File: src/rtl/decoder_regs.svh
`ifndef DECODER_REGS_SVH
`define DECODER_REGS_SVH

// Field positions inside a 24-bit instruction word
`define WORD_W        24
`define OPC_HI        23
`define OPC_LO        16
`define OPC_W         8

// Opcodes with a fixed meaning
`define OP_NOP        8'h00
`define OP_CALL_LONG  8'h02
`define OP_GOTO_LONG  8'h04
`define OP_DO_LOOP    8'h08
`define OP_IND_JUMP   8'h01
`define OP_RETURN     8'h06
`define OP_RET_INT    8'h07
`define OP_REL_BRANCH 8'h37
`define OP_TBL_READ   8'hBA
`define OP_TBL_WRITE  8'hBB
`define OP_MOV_DOUBLE 8'hBE
`define OP_MOV_LIT_F  8'hB3

// Opcode ranges by upper nibble
`define NIB_CTRL      4'h0
`define NIB_LIT       4'h2
`define NIB_COND      4'h3
`define NIB_BIT       4'hA
`define NIB_MISC      4'hB
`define NIB_DSP       4'hC
`define NIB_DSP2      4'hF

// Skip instructions occupy the bit group entries with these opcode bits 3:2
`define SKIP_SEL      2'b01

// Cycle counts
`define CYC_ONE       2'd1
`define CYC_TWO       2'd2
`define CYC_THREE     2'd3

`endif

File: src/rtl/decoder_pkg.sv
package decoder_pkg;

    typedef enum logic [1:0] {
        ST_FIRST  = 2'b00,
        ST_SECOND = 2'b01,
        ST_STALL  = 2'b11
    } state_t;

    typedef enum logic [2:0] {
        CAT_WORD_BYTE = 3'h0,
        CAT_BIT       = 3'h1,
        CAT_LITERAL   = 3'h2,
        CAT_DSP       = 3'h3,
        CAT_CONTROL   = 3'h4
    } category_t;

    typedef struct packed {
        logic [7:0]  opcode;
        category_t   category;
        logic        two_word;
        logic [1:0]  cycles;
        logic [3:0]  base_source_reg;
        logic [3:0]  second_source_reg;
        logic [1:0]  src_mode;
        logic [3:0]  dest_reg;
        logic [1:0]  dest_mode;
        logic        dest_present;
        logic [12:0] file_addr;
        logic        to_file;
        logic [3:0]  bit_sel;
        logic        bit_indirect;
        logic [15:0] literal;
        logic        acc_sel;
        logic [2:0]  mult_pair;
        logic [3:0]  x_prefetch;
        logic [3:0]  y_prefetch;
        logic [1:0]  x_dest;
        logic [1:0]  y_dest;
        logic        awb_valid;
        logic        awb_indirect;
        logic        dsp_is_dest;
        logic        shift_by_reg;
        logic [3:0]  shift_amount_reg;
        logic [5:0]  shift_literal;
        logic [22:0] prog_addr;
        logic [1:0]  table_mode;
    } dec_t;

    typedef struct packed {
        state_t      st;
        logic [23:0] first_word;
        logic [1:0]  cnt;
        logic        issue;
        dec_t        dec;
    } core_t;

endpackage

File: src/rtl/instr_decoder.sv
// How it works
// RULE1: 24-bit word, 8-bit opcode selects type
// RULE2: Exactly three instructions span two words
// RULE3: Two-word instruction decoded from 48 bits
// RULE4: Lone second word (top byte zero) is NOP
// RULE5: One cycle; two if taken/PC changed
// RULE6: Branch, indirect, table, returns take 2-3
// RULE7: Taken skip: 2 cycles, 3 over two-word
// RULE8: Double moves and two-word take two
// RULE9: Five categories of instruction
// RULE10: Word ops: base, second source, destination
// RULE11: File ops: address, file or default_work_reg
// RULE12: Bit ops: target, literal or indirect bit
// RULE13: Literal move: literal plus register target
// RULE14: Literal arithmetic: dest only when different
// RULE15: MAC: accumulator, multiplicands, prefetch, writeback
// RULE16: Other DSP: accumulator, operand, shift amount
// RULE17: Control: program address, table mode
// RULE18: Writeback is W13 direct or post-increment
// RULE19: Cycle count issued; extra slots are NOPs
`timescale 1ns/1ps
`include "decoder_regs.svh"

module instr_decoder (
    input  wire logic                   clk_sys,
    input  wire logic                   sys_rst,
    input  wire logic                   fetch_valid,
    input  wire logic [23:0]            fetch_word,
    input  wire logic [23:0]            next_word,
    input  wire logic                   cond_true,
    output logic                        fetch_ready,
    output logic                        issue_valid,
    output logic                        nop_slot,
    output logic [1:0]                  cycle_count,
    output decoder_pkg::category_t      category,
    output logic [7:0]                  opcode,
    output logic                        two_word,
    output logic [3:0]                  base_source_reg,
    output logic [3:0]                  second_source_reg,
    output logic [1:0]                  src_mode,
    output logic [3:0]                  dest_reg,
    output logic [1:0]                  dest_mode,
    output logic                        dest_present,
    output logic [12:0]                 file_addr,
    output logic                        to_file,
    output logic [3:0]                  bit_sel,
    output logic                        bit_indirect,
    output logic [15:0]                 literal,
    output logic                        acc_sel,
    output logic [2:0]                  mult_pair,
    output logic [3:0]                  x_prefetch,
    output logic [3:0]                  y_prefetch,
    output logic [1:0]                  x_dest,
    output logic [1:0]                  y_dest,
    output logic                        awb_valid,
    output logic                        awb_indirect,
    output logic                        dsp_is_dest,
    output logic                        shift_by_reg,
    output logic [3:0]                  shift_amount_reg,
    output logic [5:0]                  shift_literal,
    output logic [22:0]                 prog_addr,
    output logic [1:0]                  table_mode
);

    decoder_pkg::core_t core_reg;
    decoder_pkg::core_t core_next;
    decoder_pkg::dec_t  dec_now;

    function automatic logic is_two_word(input logic [7:0] op);
        is_two_word = (op == `OP_CALL_LONG) || (op == `OP_GOTO_LONG)
                      || (op == `OP_DO_LOOP); // see RULE2
    endfunction

    function automatic decoder_pkg::dec_t decode(
        input logic [23:0] w1,
        input logic [23:0] w2,
        input logic        cond,
        input logic [23:0] nxt
    );
        decoder_pkg::dec_t d;
        logic [7:0] op;
        logic [3:0] nib;
        d = '0;
        op = w1[`OPC_HI:`OPC_LO]; // see RULE1
        nib = op[7:4];
        d.opcode = op;
        d.two_word = is_two_word(op);
        // Category from the opcode
        case (nib) // see RULE9
            `NIB_CTRL, `NIB_COND: begin
                d.category = decoder_pkg::CAT_CONTROL;
            end
            `NIB_LIT: begin
                d.category = decoder_pkg::CAT_LITERAL;
            end
            `NIB_BIT: begin
                d.category = decoder_pkg::CAT_BIT;
            end
            `NIB_MISC: begin
                if (op[3:2] == 2'b00) begin
                    d.category = decoder_pkg::CAT_LITERAL;
                end else if (op == `OP_TBL_READ || op == `OP_TBL_WRITE) begin
                    d.category = decoder_pkg::CAT_CONTROL;
                end else begin
                    d.category = decoder_pkg::CAT_WORD_BYTE;
                end
            end
            `NIB_DSP, `NIB_DSP2: begin
                d.category = decoder_pkg::CAT_DSP;
            end
            default: begin
                d.category = decoder_pkg::CAT_WORD_BYTE;
            end
        endcase
        // Operand fields per category
        case (d.category)
            decoder_pkg::CAT_WORD_BYTE: begin
                if (nib == `NIB_MISC && op[3:2] == 2'b01) begin
                    d.file_addr = w1[12:0]; // see RULE11
                    d.to_file = w1[13];
                    d.dest_reg = 4'h0;
                end else begin
                    d.base_source_reg = w1[15:12]; // see RULE10
                    d.dest_mode = w1[11:10];
                    d.dest_reg = w1[9:6];
                    d.src_mode = w1[5:4];
                    d.second_source_reg = w1[3:0];
                    d.dest_present = 1'b1;
                end
            end
            decoder_pkg::CAT_BIT: begin
                d.bit_indirect = op[0]; // see RULE12
                d.bit_sel = w1[15:12];
                d.base_source_reg = w1[15:12];
                if (op[3]) begin
                    d.file_addr = {1'b0, w1[11:0]};
                    d.to_file = 1'b1;
                end else begin
                    d.src_mode = w1[5:4];
                    d.second_source_reg = w1[3:0];
                end
            end
            decoder_pkg::CAT_LITERAL: begin
                if (nib == `NIB_LIT) begin
                    d.literal = {op[3:0], w1[15:4]}; // see RULE13
                    d.base_source_reg = w1[3:0];
                end else if (op == `OP_MOV_LIT_F) begin
                    d.literal = {8'h00, w1[7:0]}; // see RULE13
                    d.file_addr = {5'h00, w1[15:8]};
                    d.to_file = 1'b1;
                end else begin
                    d.base_source_reg = w1[15:12]; // see RULE14
                    d.dest_present = op[0];
                    if (op[0]) begin
                        d.dest_mode = w1[11:10];
                        d.dest_reg = w1[9:6];
                        d.literal = {10'h000, w1[5:0]};
                    end else begin
                        d.dest_reg = w1[15:12];
                        d.literal = {4'h0, w1[11:0]};
                    end
                end
            end
            decoder_pkg::CAT_DSP: begin
                d.acc_sel = w1[15]; // see RULE15
                if (nib == `NIB_DSP && !op[3]) begin
                    d.mult_pair = w1[14:12];
                    d.x_prefetch = w1[11:8];
                    d.y_prefetch = w1[7:4];
                    d.x_dest = w1[3:2];
                    d.y_dest = w1[1:0];
                    d.awb_valid = op[0];
                    d.awb_indirect = op[1]; // see RULE18
                end else begin
                    d.dsp_is_dest = op[0]; // see RULE16
                    d.src_mode = w1[5:4];
                    d.second_source_reg = w1[3:0];
                    d.shift_by_reg = op[1];
                    d.shift_amount_reg = w1[9:6];
                    d.shift_literal = w1[11:6];
                end
            end
            default: begin
                d.literal = w1[15:0]; // see RULE17
                d.prog_addr = {w2[6:0], w1[15:1], 1'b0}; // see RULE3
                d.table_mode = {op[0], w1[14]};
                d.base_source_reg = w1[3:0];
            end
        endcase
        // Instruction cycles
        d.cycles = `CYC_ONE; // see RULE5
        if (d.two_word || op == `OP_MOV_DOUBLE) begin
            d.cycles = `CYC_TWO; // see RULE8
        end else if (op == `OP_RETURN || op == `OP_RET_INT) begin
            d.cycles = `CYC_THREE; // see RULE6
        end else if (op == `OP_REL_BRANCH || op == `OP_IND_JUMP
                     || op == `OP_TBL_READ || op == `OP_TBL_WRITE) begin
            d.cycles = `CYC_TWO; // see RULE6
        end else if (nib == `NIB_COND) begin
            d.cycles = cond ? `CYC_TWO : `CYC_ONE; // see RULE5
        end else if (nib == `NIB_BIT && op[3:2] == `SKIP_SEL && cond) begin
            d.cycles = is_two_word(nxt[`OPC_HI:`OPC_LO]) ? `CYC_THREE
                                                         : `CYC_TWO; // see RULE7
        end
        decode = d;
    endfunction

    // Lone second words carry a zero opcode and fall to the NOP row
    always_comb begin
        dec_now = decode(core_reg.first_word, fetch_word, cond_true, next_word); // see RULE4
        if (core_reg.st == decoder_pkg::ST_FIRST) begin
            dec_now = decode(fetch_word, 24'h000000, cond_true, next_word);
        end
    end

    always_comb begin
        core_next = core_reg;
        core_next.issue = 1'b0;
        case (core_reg.st)
            decoder_pkg::ST_FIRST: begin
                if (fetch_valid) begin
                    if (is_two_word(fetch_word[`OPC_HI:`OPC_LO])) begin
                        core_next.first_word = fetch_word; // see RULE3
                        core_next.st = decoder_pkg::ST_SECOND;
                    end else begin
                        core_next.dec = dec_now;
                        core_next.issue = 1'b1;
                        core_next.cnt = dec_now.cycles - `CYC_ONE;
                        if (dec_now.cycles != `CYC_ONE) begin
                            core_next.st = decoder_pkg::ST_STALL; // see RULE19
                        end
                    end
                end
            end
            decoder_pkg::ST_SECOND: begin
                if (fetch_valid) begin
                    core_next.dec = dec_now; // see RULE3
                    core_next.issue = 1'b1;
                    core_next.cnt = dec_now.cycles - `CYC_ONE;
                    core_next.st = decoder_pkg::ST_STALL; // see RULE8
                end
            end
            decoder_pkg::ST_STALL: begin
                core_next.cnt = core_reg.cnt - `CYC_ONE; // see RULE19
                if (core_reg.cnt == `CYC_ONE) begin
                    core_next.st = decoder_pkg::ST_FIRST;
                end
            end
            default: begin
                core_next.st = decoder_pkg::ST_FIRST;
            end
        endcase
    end

    always_ff @(posedge clk_sys) begin
        if (sys_rst) begin
            core_reg <= '0;
        end else begin
            core_reg <= core_next;
        end
    end

    assign fetch_ready       = (core_reg.st != decoder_pkg::ST_STALL);
    assign nop_slot          = (core_reg.st == decoder_pkg::ST_STALL); // see RULE5
    assign issue_valid       = core_reg.issue;
    assign cycle_count       = core_reg.dec.cycles;
    assign category          = core_reg.dec.category;
    assign opcode            = core_reg.dec.opcode;
    assign two_word          = core_reg.dec.two_word;
    assign base_source_reg   = core_reg.dec.base_source_reg;
    assign second_source_reg = core_reg.dec.second_source_reg;
    assign src_mode          = core_reg.dec.src_mode;
    assign dest_reg          = core_reg.dec.dest_reg;
    assign dest_mode         = core_reg.dec.dest_mode;
    assign dest_present      = core_reg.dec.dest_present;
    assign file_addr         = core_reg.dec.file_addr;
    assign to_file           = core_reg.dec.to_file;
    assign bit_sel           = core_reg.dec.bit_sel;
    assign bit_indirect      = core_reg.dec.bit_indirect;
    assign literal           = core_reg.dec.literal;
    assign acc_sel           = core_reg.dec.acc_sel;
    assign mult_pair         = core_reg.dec.mult_pair;
    assign x_prefetch        = core_reg.dec.x_prefetch;
    assign y_prefetch        = core_reg.dec.y_prefetch;
    assign x_dest            = core_reg.dec.x_dest;
    assign y_dest            = core_reg.dec.y_dest;
    assign awb_valid         = core_reg.dec.awb_valid;
    assign awb_indirect      = core_reg.dec.awb_indirect;
    assign dsp_is_dest       = core_reg.dec.dsp_is_dest;
    assign shift_by_reg      = core_reg.dec.shift_by_reg;
    assign shift_amount_reg  = core_reg.dec.shift_amount_reg;
    assign shift_literal     = core_reg.dec.shift_literal;
    assign prog_addr         = core_reg.dec.prog_addr;
    assign table_mode        = core_reg.dec.table_mode;

endmodule // instr_decoder

File: config.mk
export PLATFORM = sky130hd
export DESIGN_NAME = instr_decoder
export DESIGN_NICKNAME = d
export VERILOG_FILES = /design/src/rtl/decoder_pkg.sv /design/src/rtl/instr_decoder.sv
export VERILOG_INCLUDE_DIRS = /design/src /design/src/rtl
export SDC_FILE = /design/constraint.sdc
export NUM_CORES = 1
export LEC_CHECK = 0
export BUFFER_PORTS_ARGS = -buffer_cell sky130_fd_sc_hd__buf_4
export CAP_MARGIN = 10
export CORE_MARGIN = 2
export CORE_UTILIZATION = 45
export CTS_CLUSTER_DIAMETER = 120
export DETAILED_ROUTE_END_ITERATION = 10
export PLACE_DENSITY_LB_ADDON = 0.1
export RECOVER_POWER = 25
export SYNTH_ARGS = -nofsm -noshare
export SYNTH_HDL_FRONTEND = slang
export SYNTH_SLANG_ARGS = --single-unit
File: constraint.sdc
create_clock -name clk_sys -period 7 [get_ports clk_sys]
set_input_delay 1.75 -clock clk_sys [delete_from_list [all_inputs] [get_ports clk_sys]]
set_output_delay 1.75 -clock clk_sys [all_outputs]
set_load 0.02 [all_outputs]
Yosys cells after proc, flatten, opt, wreduce, memory -nomap -nowiden
Index checks and enable logic that the tools add are counted.

operators by class
  add/subtract/negate cells = 2
  multiply operators = 0
  divide/modulo/power cells = 0
  magnitude comparators = 0
  eq/ne operators = 55
  shifts and indexed selects = 0
  muxes and demuxes = 85
  bitwise logic cells = 0
  reduce and logical (&&, ||, !) cells = 49

operator list
  kind                                                                   count
  124-bit two-way mux                                                    2
  122-bit one-hot mux with 2 select lines                                1
  150-bit two-way mux                                                    1
  121-bit two-way mux                                                    1
  14-bit one-hot mux with 3 select lines                                 2
  12-bit two-way mux                                                     6
  8-bit equality test, second input constant                             8
  16-bit one-hot mux with 2 select lines                                 2
  30-bit two-way mux                                                     2
  8-bit by 3-bit equality test with 1-bit output, second input constant  7
  21-bit two-way mux                                                     2
  6-bit one-hot mux with 3 select lines                                  2
  17-bit two-way mux                                                     2
  2-bit two-way mux                                                      17
  4-bit equality test, second input constant                             8
  16-bit two-way mux                                                     2
  4-bit two-way mux                                                      8
  4-bit one-hot mux with 4 select lines                                  2
  3-bit one-hot mux with 5 select lines                                  2
  14-bit two-way mux                                                     2
  7-bit one-hot mux with 2 select lines                                  2
  13-bit two-way mux                                                     2
  25-bit two-way mux                                                     1
  8-bit by 2-bit equality test with 1-bit output, second input constant  3
  35 further kinds                                                       104

storage, ports and cells
  register bits = 150
  bits in latches = 0
  RAM bits = 0
  memory bits (read-only) = 0
  output and inout port bits = 124
  word-level logic and storage cells = 224
  memories kept = 0

Logic depth before layout (Yosys ltp)
  word-level depth = 15
  depth in mapped cells = 11
  mapped depth without buffers = 9

Least setup slack after synthesis
No wires, ideal clock.

  path kind = input to register
  start = in fetch_word[23]
  end = reg core_reg[123] (netlist name)
  arrival time = 3,550 ps
  slack = 3,317 ps
  cell stages on the path = 9
  buffers on the path = 1
  cells stage by stage = buf_4 -> or4_1 -> nor4b_1 -> a311oi_1 -> o2111ai_1 -> nand2_1 -> ha_1 -> a211oi_1 -> a211oi_1

on the way
  cells in the longest elaborated chain, start to end = 13
  elaborated cells between the ends (all ways) = 34
  classes of those cells = add/sub (1); eq/ne (13); mux (10); reduce/logical (10)

ends and longest elaborated chain
  item                                                   RTL line              source
  from (decl)                                            instr_decoder.sv:28   input wire logic [23:0] fetch_word,
  4-bit equality test                                    -
  1-bit logical AND (no line)                            -
  1-bit logical AND                                      instr_decoder.sv:201  end else if (nib == `NIB_BIT && op[3:2] == `SKIP_SEL && cond) begin
  2-bit two-way mux                                      instr_decoder.sv:201
  2-bit two-way mux                                      instr_decoder.sv:199  end else if (nib == `NIB_COND) begin
  2-bit two-way mux                                      instr_decoder.sv:196  end else if (op == `OP_REL_BRANCH || op == `OP_IND_JUMP
  2-bit two-way mux                                      instr_decoder.sv:194  end else if (op == `OP_RETURN || op == `OP_RET_INT) begin
  2-bit two-way mux                                      instr_decoder.sv:192  if (d.two_word || op == `OP_MOV_DOUBLE) begin
  121-bit two-way mux                                    instr_decoder.sv:211  if (core_reg.st == decoder_pkg::ST_FIRST) begin
  2-bit by 1-bit subtractor with 2-bit output (no line)  -
  124-bit two-way mux                                    instr_decoder.sv:222  if (is_two_word(fetch_word[`OPC_HI:`OPC_LO])) begin
  150-bit two-way mux                                    instr_decoder.sv:221  if (fetch_valid) begin
  2-bit one-hot mux with 3 select lines                  instr_decoder.sv:219  case (core_reg.st)
  to (signal assigned)                                   instr_decoder.sv:259  core_reg <= core_next;
  to (decl)                                              instr_decoder.sv:65   decoder_pkg::core_t core_reg;

Several ways; a longest one is shown, not always the timed one. The select of a mux whose other input is x is not followed.
A chain may end at the register's enable or synchronous reset.

Worst setup path after layout
  start = in fetch_word[17]
  end = reg core_reg, in the netlist literal[15]

on the way
  cells in the longest elaborated chain, start to end = 13
  elaborated cells between the ends (all ways) = 25
  classes of those cells = eq/ne (9); mux (10); reduce/logical (6)

ends and longest elaborated chain
  item                                                                    RTL line              source
  8-bit equality test (no line)                                           -
  1-bit logical OR (no line)                                              -
  3-bit two-way mux                                                       instr_decoder.sv:102  end else if (op == `OP_TBL_READ || op == `OP_TBL_WRITE) begin
  3-bit two-way mux                                                       instr_decoder.sv:100  if (op[3:2] == 2'b00) begin
  3-bit one-hot mux with 5 select lines                                   instr_decoder.sv:89   case (nib)
  3-bit two-way mux                                                       instr_decoder.sv:211
  3-bit by 2-bit equality test with 1-bit output (tied with other cells)  instr_decoder.sv:116  case (d.category)
  3-bit OR reduction (no line)                                            -
  16-bit one-hot mux with 2 select lines                                  instr_decoder.sv:116
  121-bit two-way mux                                                     instr_decoder.sv:211
  124-bit two-way mux                                                     instr_decoder.sv:222
  150-bit two-way mux                                                     instr_decoder.sv:221
  122-bit one-hot mux with 2 select lines                                 instr_decoder.sv:219

Several ways; a longest one is shown, not always the timed one. The select of a mux whose other input is x is not followed.

==> summary.txt <==
Place
  • Global placer's final weighted congestion: roughly 0.96
  • Placed Cells: ~1,300
  • Pre-CTS setup slack: between 2000 and 3000 ps
  • Dpl cell area: around 9000 µm²
  • Number of buffers added on ports: between 150 and 200
  • HPWL after detailed placement: just over 20,000 µm

Pwr
  • Internal: 1.737 mW
  • Combinational share of power: around a third
  • Sw frac: 38.98%
  • Pleak: 3.156 nW
  • Power per cell area: a little over 300 nW/µm²
  • Sw power: roughly 1.1 mW
  • Overall power: between 2 and 3 mW
  • Clk pwr share: between 30% and 40%
  • Peak VDD IR: between 0.15 and 0.2 mV
  • Reg power frac: approximately a third

Run
  • Max-Cap Viols: 0

Final layout
  • Final Cell Area: between 9000 and 10,000 µm²
  • Most common cell after layout, fill and taps aside: nand2_1
  • Synthesis-to-layout area growth: 6.658%
  • Commonest cells after routing, fill and taps aside: nand2_1, dfxtp_1, a21oi_1, buf_4, clkbuf_1
  • Share of cells above drive strength 1: between 10 and 15%
  • End-of-flow core utilization: between 40 and 50%
  • Antenna cells: 0
  • Post-route insts no fill: 1,318
  • Max reg flops: 28
  • # nets final: roughly 1,100

Drt
  • Drt pass-1 iters: 6
  • DRC Markers: 0
  • Initial DRC count: between 1,000 and 1,500
  • DR vias/cell: 6.209
  • Final antenna-violating net count: 0
  • Total wire length: roughly 31,000 µm
  • DR vias: around 8,000
  • WL/cell: around 23 µm

Setup path
  • WP buf/inv: 3
  • Critical Path Start Type: input pin
  • Delay-heaviest family, CP: buffers and inverters
  • Reg-to-reg startpoint: core_reg[144]$_SDFFE_PP0P_
  • Critical path cell sequence: buf_4, xor2_1, o2111ai_4, o21ai_4, buf_4, buf_4, or3_1, a21oi_1
  • Critical path class: in2reg
  • CP dominant cell by count: buf_4
  • Worst path max stage delay: roughly 700 ps
  • Worst Path Arrival: between 4000 and 5000 ps
  • CP Launch Point: fetch_word[17]
  • CP max-delay cell: buf_4
  • Critical Path RT: around 7300 ps
  • Crit-path max FO: between 70 and 80
  • Worst Setup End Kind: register

CTS
  • Post-CTS setup buffer count: 0
  • # clock sinks: approximately 140
  • Hold_buf cts: 0
  • Worst-skew pair later-pin latency: roughly 450 ps
  • TritonCTS clock tree: built
  • Max Root-Sink Buffers: 2
  • CTS clk-pin slew, worst paths: 70 ps
  • Clock root cell: clkbuf_16
  • CTS H-tree depth: 4
  • Post-cts sizing count: 0
  • Num CTS Buffers: 17

Die
  • Core Area: approximately 19,000 µm²
  • Die X-Extent: 142.0 µm
  • Std cell rows: 50
  • Die height: ~140 µm
  • Die footprint: approximately 20,000 µm²
  • Initial Util: 45.81%
  • IO Count: 176

Logic synthesis
  • Syn Nets: around 1,200
  • Most used DFF post-synth: dfxtp_1
  • Yosys reg bits: around 140
  • Asr flop ratio synth: 0%
  • Yosys warning total: 0
  • Number of library cell types mapped by synthesis: between 80 and 90
  • Synthesized cell area: around 8600 µm²
  • Synth Instances: 1,107
  • Number of flops mapped to enable cells by yosys: 0
  • Synthesized area per cell: ~7.7 µm²
  • Post-synthesis sequential area ratio: approximately 34%

STA
  • Hold Fails Final Rpt: 0
  • Tcrit/Tclk final: a little under three fifths
  • Fmax: ~250 MHz
  • Max-slew headroom: between 15 and 20%
  • Final worst slack: 2984 ps
  • Finish-stage setup viols: 0
  • Setup_tns: 0 ps
  • Hold slack: 452.4 ps
  • Period minus WS final: 4016 ps
  • Worst-margin pin slew: ~1200 ps
  • Unrepaired setup endpoints after global routing: no
  • Max Slew Vio Count: 0
  • Clock skew: roughly 17 ps

Global routing
  • Vias in the first global route: 7,356
  • Largest net degree at the start of global routing: 75
  • Antenna violations before repair: 0
  • First-pass GRT wire length: approximately 45,000 µm
  • GRT Overall Usage: between 20 and 30%
  • Remaining global-route overflow: 0

Hold path
  • Worst min-delay path category: reg2reg
  • Hold path startpoint: file_addr[9]$_SDFFE_PP0P_

Run status
  • Status: complete, no violations
-- power by group through the flow --
stage,clock network (mW),registers [mW],logic (mW)
2_1_floorplan,0,0.996,0.781
3_3_place_gp,0,1.01,0.980
3_5_place_dp,0,1.02,0.987
4_1_cts,0.903,0.997,0.989
5_1_grt,0.942,1.01,1.02
6_report,0.900,0.995,0.951
-- synthesized netlist by cell type (3+ instances only) --
library cell | instances | area [µm²]
nor2b_1 | 7 | 43.79
and3_1 | 9 | 56.30
nor2_1 | 47 | 176.4
a311oi_1 | 9 | 78.83
buf_4 | 114 | 855.8
o21ai_0 | 29 | 145.1
nor3_2 | 3 | 30.03
or3_1 | 17 | 106.4
nor3b_1 | 6 | 45.04
dfxtp_1 | 144 | 2883
nand2_1 | 174 | 653.1
nor4b_1 | 4 | 35.03
a21oi_1 | 116 | 580.6
clkbuf_1 | 59 | 221.5
nand2b_1 | 9 | 56.30
o21ai_1 | 15 | 75.07
o22ai_1 | 3 | 18.77
nor3_1 | 21 | 105.1
a22oi_1 | 45 | 337.8
nand4_1 | 4 | 25.02
buf_1 | 10 | 37.54
a21boi_0 | 6 | 45.04
mux2i_1 | 7 | 70.07
nor4_1 | 10 | 62.56
inv_1 | 16 | 60.06
buf_2 | 39 | 195.2
o31ai_1 | 4 | 30.03
and2_1 | 5 | 31.28
a221oi_1 | 50 | 437.9
nand3b_1 | 3 | 22.52
a31oi_1 | 12 | 75.07
nand3_1 | 22 | 110.1
a32oi_1 | 5 | 43.79
o21a_1 | 3 | 22.52
a221o_1 | 10 | 100.1
o211ai_1 | 10 | 75.07
a211oi_1 | 3 | 22.52
-- worst paths after layout --
check	endpoint	slack [ps]	cells after the start
max	literal[15]$_SDFFE_PP0P_	2980	8
min	file_addr[9]$_SDFFE_PP0P_	450	2
max reg2reg	prog_addr[12]$_SDFFE_PP0P_	3630	6
min reg2reg	file_addr[9]$_SDFFE_PP0P_	450	2
-- routing by layer --
metal,track usage [%],wire (µm)
met5,0,0
met4,12.79,1109
met3,5.922,2400
met2,43.38,13020
met1,42.43,14020
-- cell type report --
type,count,area [µm²]
fillers,1932,9565
multi-input cells,723,4323
flip-flops and latches,144,2883
repair buffers,167,1003
clock buffers,20,446.7
well taps,234,292.8
clock inverters,12,123.9
inverters,18,67.56
-- worst reg2reg max path, stage by stage, from the launching register on --
cell      delay (ps)
dfxtp_1          770
nand4b_2         310
nor3_2           480
or2_1            540
and2_1           720
o21ai_0          270
a31oi_1          200
-- logic make-up after synthesis --
logic type | synth area share, %
other | 0.04376
AO/OA/AOI/OAI | 27.16
AND/OR/NAND/NOR | 21.13
flip-flops | 33.64
XOR/XNOR | 0.5988
adder cells (fa/ha/maj) | 0.4088
buffers and inverters | 16.08
multiplexers | 0.9491
Note: power is estimated with default switching activity, not from simulation.
